File: src/core/phgp_map.svh
// Register offsets, reset values and pin map constants of the port H block
`ifndef PHGP_MAP_SVH
`define PHGP_MAP_SVH

// Register offsets (3-bit word index)
`define PHGP_OFS_PIN_DATA      3'h0
`define PHGP_OFS_LATCH         3'h1
`define PHGP_OFS_DIRECTION     3'h2
`define PHGP_OFS_SEG_ENABLE    3'h3
`define PHGP_OFS_ANA_SEL_MID   3'h4
`define PHGP_OFS_ANA_SEL_UPPER 3'h5
`define PHGP_OFS_PIN_DRIVEN    3'h6

// Reset values
`define PHGP_RST_LATCH         8'h00
`define PHGP_RST_DIRECTION     8'hff
`define PHGP_RST_SEG_ENABLE    8'h00
`define PHGP_RST_ANA_SEL_MID   8'hff
`define PHGP_RST_ANA_SEL_UPPER 8'hff
`define PHGP_RST_READ_DATA     8'h00

// Segment-enable bank bit per pin, 3 bits a pin, pin 7 on top (bank bit n drives segment 40+n)
`define PHGP_SEG_BIT_MAP       24'h688977
// Analog-select bit per pin, 3 bits a pin, pin 7 on top
`define PHGP_ANA_BIT_MAP       24'hfac977
// Pins whose analog bit sits in the upper select register (channels 20..23)
`define PHGP_ANA_IN_UPPER      8'h0f
// Pins shared with capture-compare and enhanced-PWM outputs
`define PHGP_ALT_PIN_LO        4
`define PHGP_ALT_PIN_HI        5

`endif

File: src/core/phgp_pkg.sv
// Types shared by the port H block
package phgp_pkg;

  typedef struct packed {
    logic [2:0] addr;
    logic [7:0] wdata;
    logic       wr;
    logic       rd;
  } phgp_bus_req_t;

  typedef struct packed {
    logic [7:0] out;
    logic [7:0] oe_n;
  } phgp_pad_t;

  typedef struct packed {
    logic ccu9_out;
    logic ccu9_en;
    logic ccu8_out;
    logic ccu8_en;
    logic pwm3c_out;
    logic pwm3c_en;
    logic pwm3b_out;
    logic pwm3b_en;
    logic pwm3_shutdown;
    logic pwm3_shutdown_tri;
  } phgp_alt_in_t;

  typedef struct packed {
    logic ccu9_capture;
    logic ccu8_capture;
    logic cmp2_in_c;
    logic cmp2_in_d;
  } phgp_alt_out_t;

  typedef struct packed {
    logic [7:0] latch;
    logic [7:0] dir;
    logic [7:0] seg_en;
    logic [7:0] ana_mid;
    logic [7:0] ana_upper;
    logic [7:0] rdata;
    logic [7:0] sync1;
    logic [7:0] sync2;
    phgp_pad_t  pad;
    logic [7:0] ana_conn_mid;
    logic [7:0] ana_conn_upper;
    phgp_alt_out_t alt;
  } phgp_state_t;

endpackage

File: src/core/phgp_pin_mux.sv
// One pin of port H: function priority and pad drive
`timescale 1ns/10ps
`default_nettype none

module phgp_pin_mux (
  // Configuration
  input  wire logic seg_en,
  input  wire logic seg_val,
  input  wire logic dir,
  input  wire logic latch,
  input  wire logic ana_sel,
  // Peripheral output
  input  wire logic alt_en,
  input  wire logic alt_val,
  input  wire logic alt_tri,
  // Pad side
  output logic      pad_o,
  output logic      pad_oe_n,
  output logic      ana_conn,
  output logic      dig_in_ok
);

  always_comb begin
    if (seg_en) begin
      pad_o    = seg_val;    // see RL4
      pad_oe_n = 1'b0;
    end else if (dir) begin
      pad_o    = 1'b0;       // see RL2
      pad_oe_n = 1'b1;
    end else if (alt_en) begin
      pad_o    = alt_val;    // see RL8
      pad_oe_n = alt_tri;    // see RL9
    end else begin
      pad_o    = latch;      // see RL2
      pad_oe_n = 1'b0;
    end
    ana_conn  = ana_sel & dir & ~seg_en; // see RL6
    dig_in_ok = ~seg_en;                 // see RL7
  end

endmodule // phgp_pin_mux

`default_nettype wire

File: src/core/phgp_port.sv
// Port H general-purpose I/O with pin sharing and register port
//
// Summary of operation
// RL1 - Eight pins, each set to input or output on its own by its direction bit.
// RL2 - Direction 0 drives the pin from its latch bit; direction 1 makes it an input read back on a port read.
// RL3 - Writing the port data register writes the latch just as a latch write does, so clearing either clears it.
// RL4 - An enabled segment drive owns its pin and blocks every other function of it; a port data read still returns the pin's synchronised level.
// RL5 - Pins 0..3 carry segments 47..44 and pins 4, 5 carry segments 40, 41.
// RL6 - Pins 0..3 carry analog channels 23..20 and pins 4, 5 carry channels 12, 13, used with direction 1.
// RL7 - Analog selection is the reset default and leaves the digital input path working.
// RL8 - With direction 0, units 9 and 8 compare outputs drive pins 4 and 5; with direction 1 the pins feed their captures.
// RL9 - Enhanced-PWM 3 outputs C and B drive pins 4 and 5 with direction 0 and may float during shutdown.
// RL10 - Comparator 2 inputs C and D follow pins 4 and 5 whatever the direction bit.
// RL11 - The port exists only in the large package variant; without it the block is inert.
// RL12 - Software clears a pin's analog select before using it for digital work.
//
// Local design decisions: the address map and the strobed register port.
`timescale 1ns/10ps
`default_nettype none
`include "phgp_map.svh"

module phgp_port #(
  parameter int  WIDTH        = 8,
  parameter bit  PORT_PRESENT = 1'b1
) (
  // Clock and reset
  input  wire logic                 sys_clk,
  input  wire logic                 rstn,
  // Register port
  input  wire phgp_pkg::phgp_bus_req_t bus_req,
  output logic [7:0]                bus_rdata,
  // Pads
  input  wire logic [WIDTH-1:0]     pad_in,
  output phgp_pkg::phgp_pad_t       pad,
  // Segment drive values, index n is segment 40+n
  input  wire logic [7:0]           lcd_seg_val,
  // Capture-compare and enhanced-PWM units
  input  wire phgp_pkg::phgp_alt_in_t  alt_in,
  output phgp_pkg::phgp_alt_out_t   alt_out,
  // Analog switch enables: channels 8..15 and 16..23
  output logic [7:0]                ana_conn_mid,
  output logic [7:0]                ana_conn_upper
);
  import phgp_pkg::*;

  ////////////////////////////////////////////////////////////////////////////
  // Pin map
  localparam logic [23:0] SEG_MAP   = `PHGP_SEG_BIT_MAP;
  localparam logic [23:0] ANA_MAP   = `PHGP_ANA_BIT_MAP;
  localparam logic [7:0]  ANA_UPPER = `PHGP_ANA_IN_UPPER;

  phgp_state_t state_q;
  phgp_state_t state_d;

  logic [WIDTH-1:0] mux_o;
  logic [WIDTH-1:0] mux_oe_n;
  logic [WIDTH-1:0] mux_ana;
  logic [WIDTH-1:0] mux_dig_ok;
  logic [WIDTH-1:0] pin_seg_en;
  logic [WIDTH-1:0] pin_seg_val;
  logic [WIDTH-1:0] pin_ana_sel;
  logic [WIDTH-1:0] pin_alt_en;
  logic [WIDTH-1:0] pin_alt_val;
  logic [WIDTH-1:0] pin_alt_tri;

  ////////////////////////////////////////////////////////////////////////////
  // Per-pin function selection
  for (genvar i = 0; i < WIDTH; i++) begin : g_pin
    localparam logic [2:0] SEG_BIT = SEG_MAP[3*i +: 3];
    localparam logic [2:0] ANA_BIT = ANA_MAP[3*i +: 3];

    assign pin_seg_en[i]  = state_q.seg_en[SEG_BIT];           // see RL5
    assign pin_seg_val[i] = lcd_seg_val[SEG_BIT];              // see RL5
    assign pin_ana_sel[i] = ANA_UPPER[i] ? state_q.ana_upper[ANA_BIT]
                                         : state_q.ana_mid[ANA_BIT]; // see RL6

    if (i == `PHGP_ALT_PIN_LO) begin : g_alt_lo
      assign pin_alt_en[i]  = alt_in.pwm3c_en | alt_in.ccu9_en;  // see RL8
      assign pin_alt_val[i] = alt_in.pwm3c_en ? alt_in.pwm3c_out : alt_in.ccu9_out;
      assign pin_alt_tri[i] = alt_in.pwm3c_en & alt_in.pwm3_shutdown
                              & alt_in.pwm3_shutdown_tri;        // see RL9
    end else if (i == `PHGP_ALT_PIN_HI) begin : g_alt_hi
      assign pin_alt_en[i]  = alt_in.pwm3b_en | alt_in.ccu8_en;  // see RL8
      assign pin_alt_val[i] = alt_in.pwm3b_en ? alt_in.pwm3b_out : alt_in.ccu8_out;
      assign pin_alt_tri[i] = alt_in.pwm3b_en & alt_in.pwm3_shutdown
                              & alt_in.pwm3_shutdown_tri;        // see RL9
    end else begin : g_alt_none
      assign pin_alt_en[i]  = 1'b0;
      assign pin_alt_val[i] = 1'b0;
      assign pin_alt_tri[i] = 1'b0;
    end

    phgp_pin_mux u_mux (
      .seg_en    (pin_seg_en[i]),
      .seg_val   (pin_seg_val[i]),
      .dir       (state_q.dir[i]),
      .latch     (state_q.latch[i]),
      .ana_sel   (pin_ana_sel[i]),
      .alt_en    (pin_alt_en[i]),
      .alt_val   (pin_alt_val[i]),
      .alt_tri   (pin_alt_tri[i]),
      .pad_o     (mux_o[i]),
      .pad_oe_n  (mux_oe_n[i]),
      .ana_conn  (mux_ana[i]),
      .dig_in_ok (mux_dig_ok[i])
    );
  end

  ////////////////////////////////////////////////////////////////////////////
  // Next state
  always_comb begin
    state_d = state_q;

    // Pad input synchroniser
    state_d.sync1 = pad_in;
    state_d.sync2 = state_q.sync1;

    // Register writes
    if (bus_req.wr && PORT_PRESENT) begin
      case (bus_req.addr)
        `PHGP_OFS_PIN_DATA:      state_d.latch     = bus_req.wdata; // see RL3
        `PHGP_OFS_LATCH:         state_d.latch     = bus_req.wdata; // see RL3
        `PHGP_OFS_DIRECTION:     state_d.dir       = bus_req.wdata; // see RL1
        `PHGP_OFS_SEG_ENABLE:    state_d.seg_en    = bus_req.wdata;
        `PHGP_OFS_ANA_SEL_MID:   state_d.ana_mid   = bus_req.wdata;
        `PHGP_OFS_ANA_SEL_UPPER: state_d.ana_upper = bus_req.wdata;
        default: ;
      endcase
    end

    // Register reads, data valid in the following cycle
    state_d.rdata = `PHGP_RST_READ_DATA;
    if (bus_req.rd && PORT_PRESENT) begin
      case (bus_req.addr)
        `PHGP_OFS_PIN_DATA:      state_d.rdata = state_q.sync2;  // see RL2
        `PHGP_OFS_LATCH:         state_d.rdata = state_q.latch;
        `PHGP_OFS_DIRECTION:     state_d.rdata = state_q.dir;
        `PHGP_OFS_SEG_ENABLE:    state_d.rdata = state_q.seg_en;
        `PHGP_OFS_ANA_SEL_MID:   state_d.rdata = state_q.ana_mid;
        `PHGP_OFS_ANA_SEL_UPPER: state_d.rdata = state_q.ana_upper;
        `PHGP_OFS_PIN_DRIVEN:    state_d.rdata = ~state_q.pad.oe_n;
        default:                 state_d.rdata = `PHGP_RST_READ_DATA;
      endcase
    end

    // Pad drive, inert when the port is absent
    if (PORT_PRESENT) begin
      state_d.pad.out  = mux_o;
      state_d.pad.oe_n = mux_oe_n;
    end else begin
      state_d.pad.out  = '0;                                     // see RL11
      state_d.pad.oe_n = '1;
    end

    // Analog switch enables
    state_d.ana_conn_mid   = '0;
    state_d.ana_conn_upper = '0;
    for (int i = 0; i < WIDTH; i++) begin
      if (PORT_PRESENT && mux_ana[i]) begin
        if (ANA_UPPER[i]) begin
          state_d.ana_conn_upper[ANA_MAP[3*i +: 3]] = 1'b1;      // see RL6
        end else begin
          state_d.ana_conn_mid[ANA_MAP[3*i +: 3]] = 1'b1;        // see RL6
        end
      end
    end

    // Peripheral inputs taken from the synchronised pin level
    state_d.alt.ccu9_capture = PORT_PRESENT && state_q.dir[`PHGP_ALT_PIN_LO]
                               && mux_dig_ok[`PHGP_ALT_PIN_LO]
                               && state_q.sync2[`PHGP_ALT_PIN_LO];  // see RL8
    state_d.alt.ccu8_capture = PORT_PRESENT && state_q.dir[`PHGP_ALT_PIN_HI]
                               && mux_dig_ok[`PHGP_ALT_PIN_HI]
                               && state_q.sync2[`PHGP_ALT_PIN_HI];  // see RL8
    state_d.alt.cmp2_in_c    = PORT_PRESENT && mux_dig_ok[`PHGP_ALT_PIN_LO]
                               && state_q.sync2[`PHGP_ALT_PIN_LO];  // see RL10
    state_d.alt.cmp2_in_d    = PORT_PRESENT && mux_dig_ok[`PHGP_ALT_PIN_HI]
                               && state_q.sync2[`PHGP_ALT_PIN_HI];  // see RL10
  end

  ////////////////////////////////////////////////////////////////////////////
  // State register
  always_ff @(posedge sys_clk or negedge rstn) begin
    if (!rstn) begin
      state_q.latch          <= `PHGP_RST_LATCH;
      state_q.dir            <= `PHGP_RST_DIRECTION;
      state_q.seg_en         <= `PHGP_RST_SEG_ENABLE;
      state_q.ana_mid        <= `PHGP_RST_ANA_SEL_MID;              // see RL7
      state_q.ana_upper      <= `PHGP_RST_ANA_SEL_UPPER;            // see RL7
      state_q.rdata          <= `PHGP_RST_READ_DATA;
      state_q.sync1          <= '0;
      state_q.sync2          <= '0;
      state_q.pad.out        <= '0;
      state_q.pad.oe_n       <= '1;
      state_q.ana_conn_mid   <= '0;
      state_q.ana_conn_upper <= '0;
      state_q.alt            <= '0;
    end else begin
      state_q <= state_d;
    end
  end

  ////////////////////////////////////////////////////////////////////////////
  // Outputs
  assign bus_rdata      = state_q.rdata;
  assign pad            = state_q.pad;
  assign alt_out        = state_q.alt;
  assign ana_conn_mid   = state_q.ana_conn_mid;
  assign ana_conn_upper = state_q.ana_conn_upper;

endmodule // phgp_port

`default_nettype wire

File: config.mk
export PLATFORM = sky130hd
export DESIGN_NAME = phgp_port
export DESIGN_NICKNAME = d
export VERILOG_FILES = /design/src/core/phgp_pkg.sv /design/src/core/phgp_pin_mux.sv /design/src/core/phgp_port.sv
export VERILOG_INCLUDE_DIRS = /design/src /design/src/core
export SDC_FILE = /design/constraint.sdc
export NUM_CORES = 1
export LEC_CHECK = 0
export BUFFER_PORTS_ARGS = -buffer_cell sky130_fd_sc_hd__buf_2
export CELL_PAD_IN_SITES_DETAIL_PLACEMENT = 0
export CELL_PAD_IN_SITES_GLOBAL_PLACEMENT = 1
export CORE_ASPECT_RATIO = 2
export CORE_MARGIN = 4
export CORE_UTILIZATION = 42
export CTS_BUF_LIST = sky130_fd_sc_hd__clkbuf_2
export DETAILED_ROUTE_END_ITERATION = 8
export HOLD_SLACK_MARGIN = 0.06
export PLACE_DENSITY_LB_ADDON = 0.1
export SLEW_MARGIN = 10
export SYNTH_ARGS = -nofsm -noshare
export SYNTH_HDL_FRONTEND = slang
export SYNTH_SLANG_ARGS = --single-unit
export TNS_END_PERCENT = 20
File: constraint.sdc
create_clock -name sys_clk -period 1.18 [get_ports sys_clk]
set_input_delay 0.236 -clock sys_clk [delete_from_list [all_inputs] [get_ports sys_clk]]
set_output_delay 0.236 -clock sys_clk [all_outputs]
set_load 0.02 [all_outputs]
==> impl_metrics.toml <==
[synthesis]
avgSynthCellArea_um2 = 12.8
ys_ff_latch = 92
yosys.area.top_type = "dfrtp_1"
netlist_area_um2 = 4040
synth_top_cell_area_share = 0.372
synthTopCellsByArea = "dfrtp_1, dfstp_2, mux2_2, buf_4, a21oi_1"
ys_types = 32
synthesis.instances = 316
synth_seq_area_share = 0.580
yosysWarnings = 0

[routing]
drc = 0
vias = 2628
viasPerCell = 4.87
routedWlPerCell_um = 16.7
ant_nets = 0
finalWirelength_um = 9000
drtIter0Drc = 154
drt_pass1_iterations = 4

[floorplan]
start_util = 0.431
dieArea_um2 = 11400
die_y_um = 147
num_io_pins = 85
coreArea_um2 = 9380
die_width_um = 77.4
rows = 50

[cells_and_area]
n_fill_cell = 858
drive_gt1_frac = 0.503
area_growth_pct = 24.4
final_common_cell = "buf_2"
layout_common_cells = "buf_2, dfrtp_1, mux2_2, buf_4, dlygate4sd3_1"
finalNetCount = 471
fin_area_um2 = 5030

[critical_path]
crit_path_top_delay_cell = "dfstp_2"
critical-path-top-delay-family = "flip-flops"
slowest_delay_ns = 0.59
worstReg2RegEnd = "bus_rdata[3]"
required_ns = 0.94
crit_top_cell = "buf_6"
cp_num_cells = 2
regToRegStartpoint = "pad[3]"
r2r_slack_ns = -0.11
cp-start-kind = "register"
cp.arrival_ns = 1.33
cp_max_fo = 2
crit_path_end_kind = "output pin"
crit_chain = "buf_6 -> buf_6"
ff2ff_path_depth = 4
worst-path-buf-inv = 2
crit_type = "register to output pin"

[sta]
fin_setup_tns_ns = -8.34
rsz0062_at_grt = "yes"
final_hold_viol_count = 0
holdWs_ns = 0.0999
worst_slack_ns = -0.384
period_share = 1.33
setup_violations = 41
maxSlewViolCount = 0
max_freq_ghz = 0.640
fin_crit_ns = 1.56
worst_slew_pin_slew_ns = 0.635
slew_headroom = 0.575
fin_skew_ns = 0.0408

[hold_path]
whs_path_depth = 5
hp-class = "input pin to register"
min_from = "alt_in[7]"
holdPathEnd = "pad[13]"

[grt]
grtUsageTotal = 0.171
grt_pass1_vias = 2812
grt_max_degree = 70
grt.overflow.total = 0
antenna_found_initial = 1
grt_pass1_wl_um = 14900

[outcome]
status = "complete, but fails checks"
violations = "negative setup slack"

[clock_tree]
cts_root_buffer = "clkbuf_2"
cts-buffers-inserted = 9
cts_tree = "done"
clock_latency_ns = 0.59
cts_htree_levels = 3
clk_pin_slew_worst_paths_ns = 0.26
clock-sinks = 92
cts_buffer_depth = 2

[pwr]
leakage_nw = 2.35
finalPower_w = 0.00768
ir_worst_vdd_uv = 729
powerDensity_nw_per_um2 = 1530

[flow_run]
cap_viol_max_count = 0

[placement]
portBuffers = 76
dp_slack_ns = -0.287
post-dp-hpwl_um = 6450
place.gp.congestion = 0.778
placed_area_um2 = 4480
[sequential cells by signal (all words and copies together), names as in the netlist]
register	cells
pin_seg_en	8
ana_conn_upper	4
bus_rdata	8
state_d	8
pin_ana_sel	8
pad	16
ana_conn_mid	4
state_q	32
alt_out	4
[worst max path at each step]
stage	startpoint	endpoint	slack (ns)
5_1_grt	pad[6]	pad[6]	-0.49
2_1_floorplan	bus_req[11]	state_q[90]	-0.05
6_report	pad[6]	pad[6]	-0.38
3_3_place_gp	bus_req[12]	state_q[95]	-0.27
4_1_cts	pad[6]	pad[6]	-0.45
3_5_place_dp	bus_req[12]	state_q[95]	-0.29
[report_power, final]
part	switching, W	internal, W	total, W
sequential	0.000320	0.00385	0.00417
combinational	0.000928	0.000983	0.00191
clock	0.00110	0.000497	0.00160
total	0.00235	0.00533	0.00768
[kinds of logic after synthesis]
logic type | after synthesis | synth area share
buffers and inverters | 60 | 0.107
flip-flops | 92 | 0.580
other | 1 | 0.000928
AND/OR/NAND/NOR | 61 | 0.0889
AO/OA/AOI/OAI | 52 | 0.0848
multiplexers | 50 | 0.139
[metrics by stage]
step                       util  std cells
final                     0.536        540
after CTS                 0.534        539
after detailed placement  0.477        487
after global routing      0.536        540
after floorplan               -        323
after global placement    0.477        487
[cells in the mapped netlist, drive strengths merged]
library cell / instances
and2: 6
nor3b: 5
and3b: 1
a21oi: 22
o31ai: 2
nor2: 14
conb: 1
nand4b: 1
dfstp: 32
nor3: 1
clkbuf: 2
nand3: 3
mux2i: 8
a222oi: 8
nand2b: 9
inv: 6
mux2: 42
o21ai: 16
buf: 52
a22o: 4
nor2b: 5
nand2: 16
dfrtp: 60
[tightest hold or removal path, cell delays in order]
cell     delay, ns
buf_2         0.08
mux2i_1       0.05
nor2_1        0.08
a21oi_1       0.05
o31ai_1       0.17
[metal layers]
metal,share of wire,track usage,vias to the layer above
met2,0.54,0.294,63
met4,0.017,0.0633,0
met3,0.039,0.0350,10
li1,-,-,1267
met1,0.40,0.211,1288
met5,0,0,-
[timing repair]
item	4_1_cts	5_1_grt
pin swaps	3	3
buffers inserted	3	0
resized for setup	19	4
hold endpoints to repair	158	0
setup endpoints to repair	40	44
hold buffers	33	0
[layout make-up]
cell class | count | area (um2) | share of cell area
flip-flops and latches | 92 | 2340 | 0.466
clock inverters | 7 | 75.1 | 0.0149
diodes | 1 | 2.50 | 0.000498
inverters | 6 | 22.5 | 0.00448
clock buffers | 9 | 45.0 | 0.00896
multi-input cells | 171 | 1290 | 0.257
well taps | 104 | 130 | 0.0259
repair buffers | 150 | 1120 | 0.222
Power figures use the tool's default switching activity.
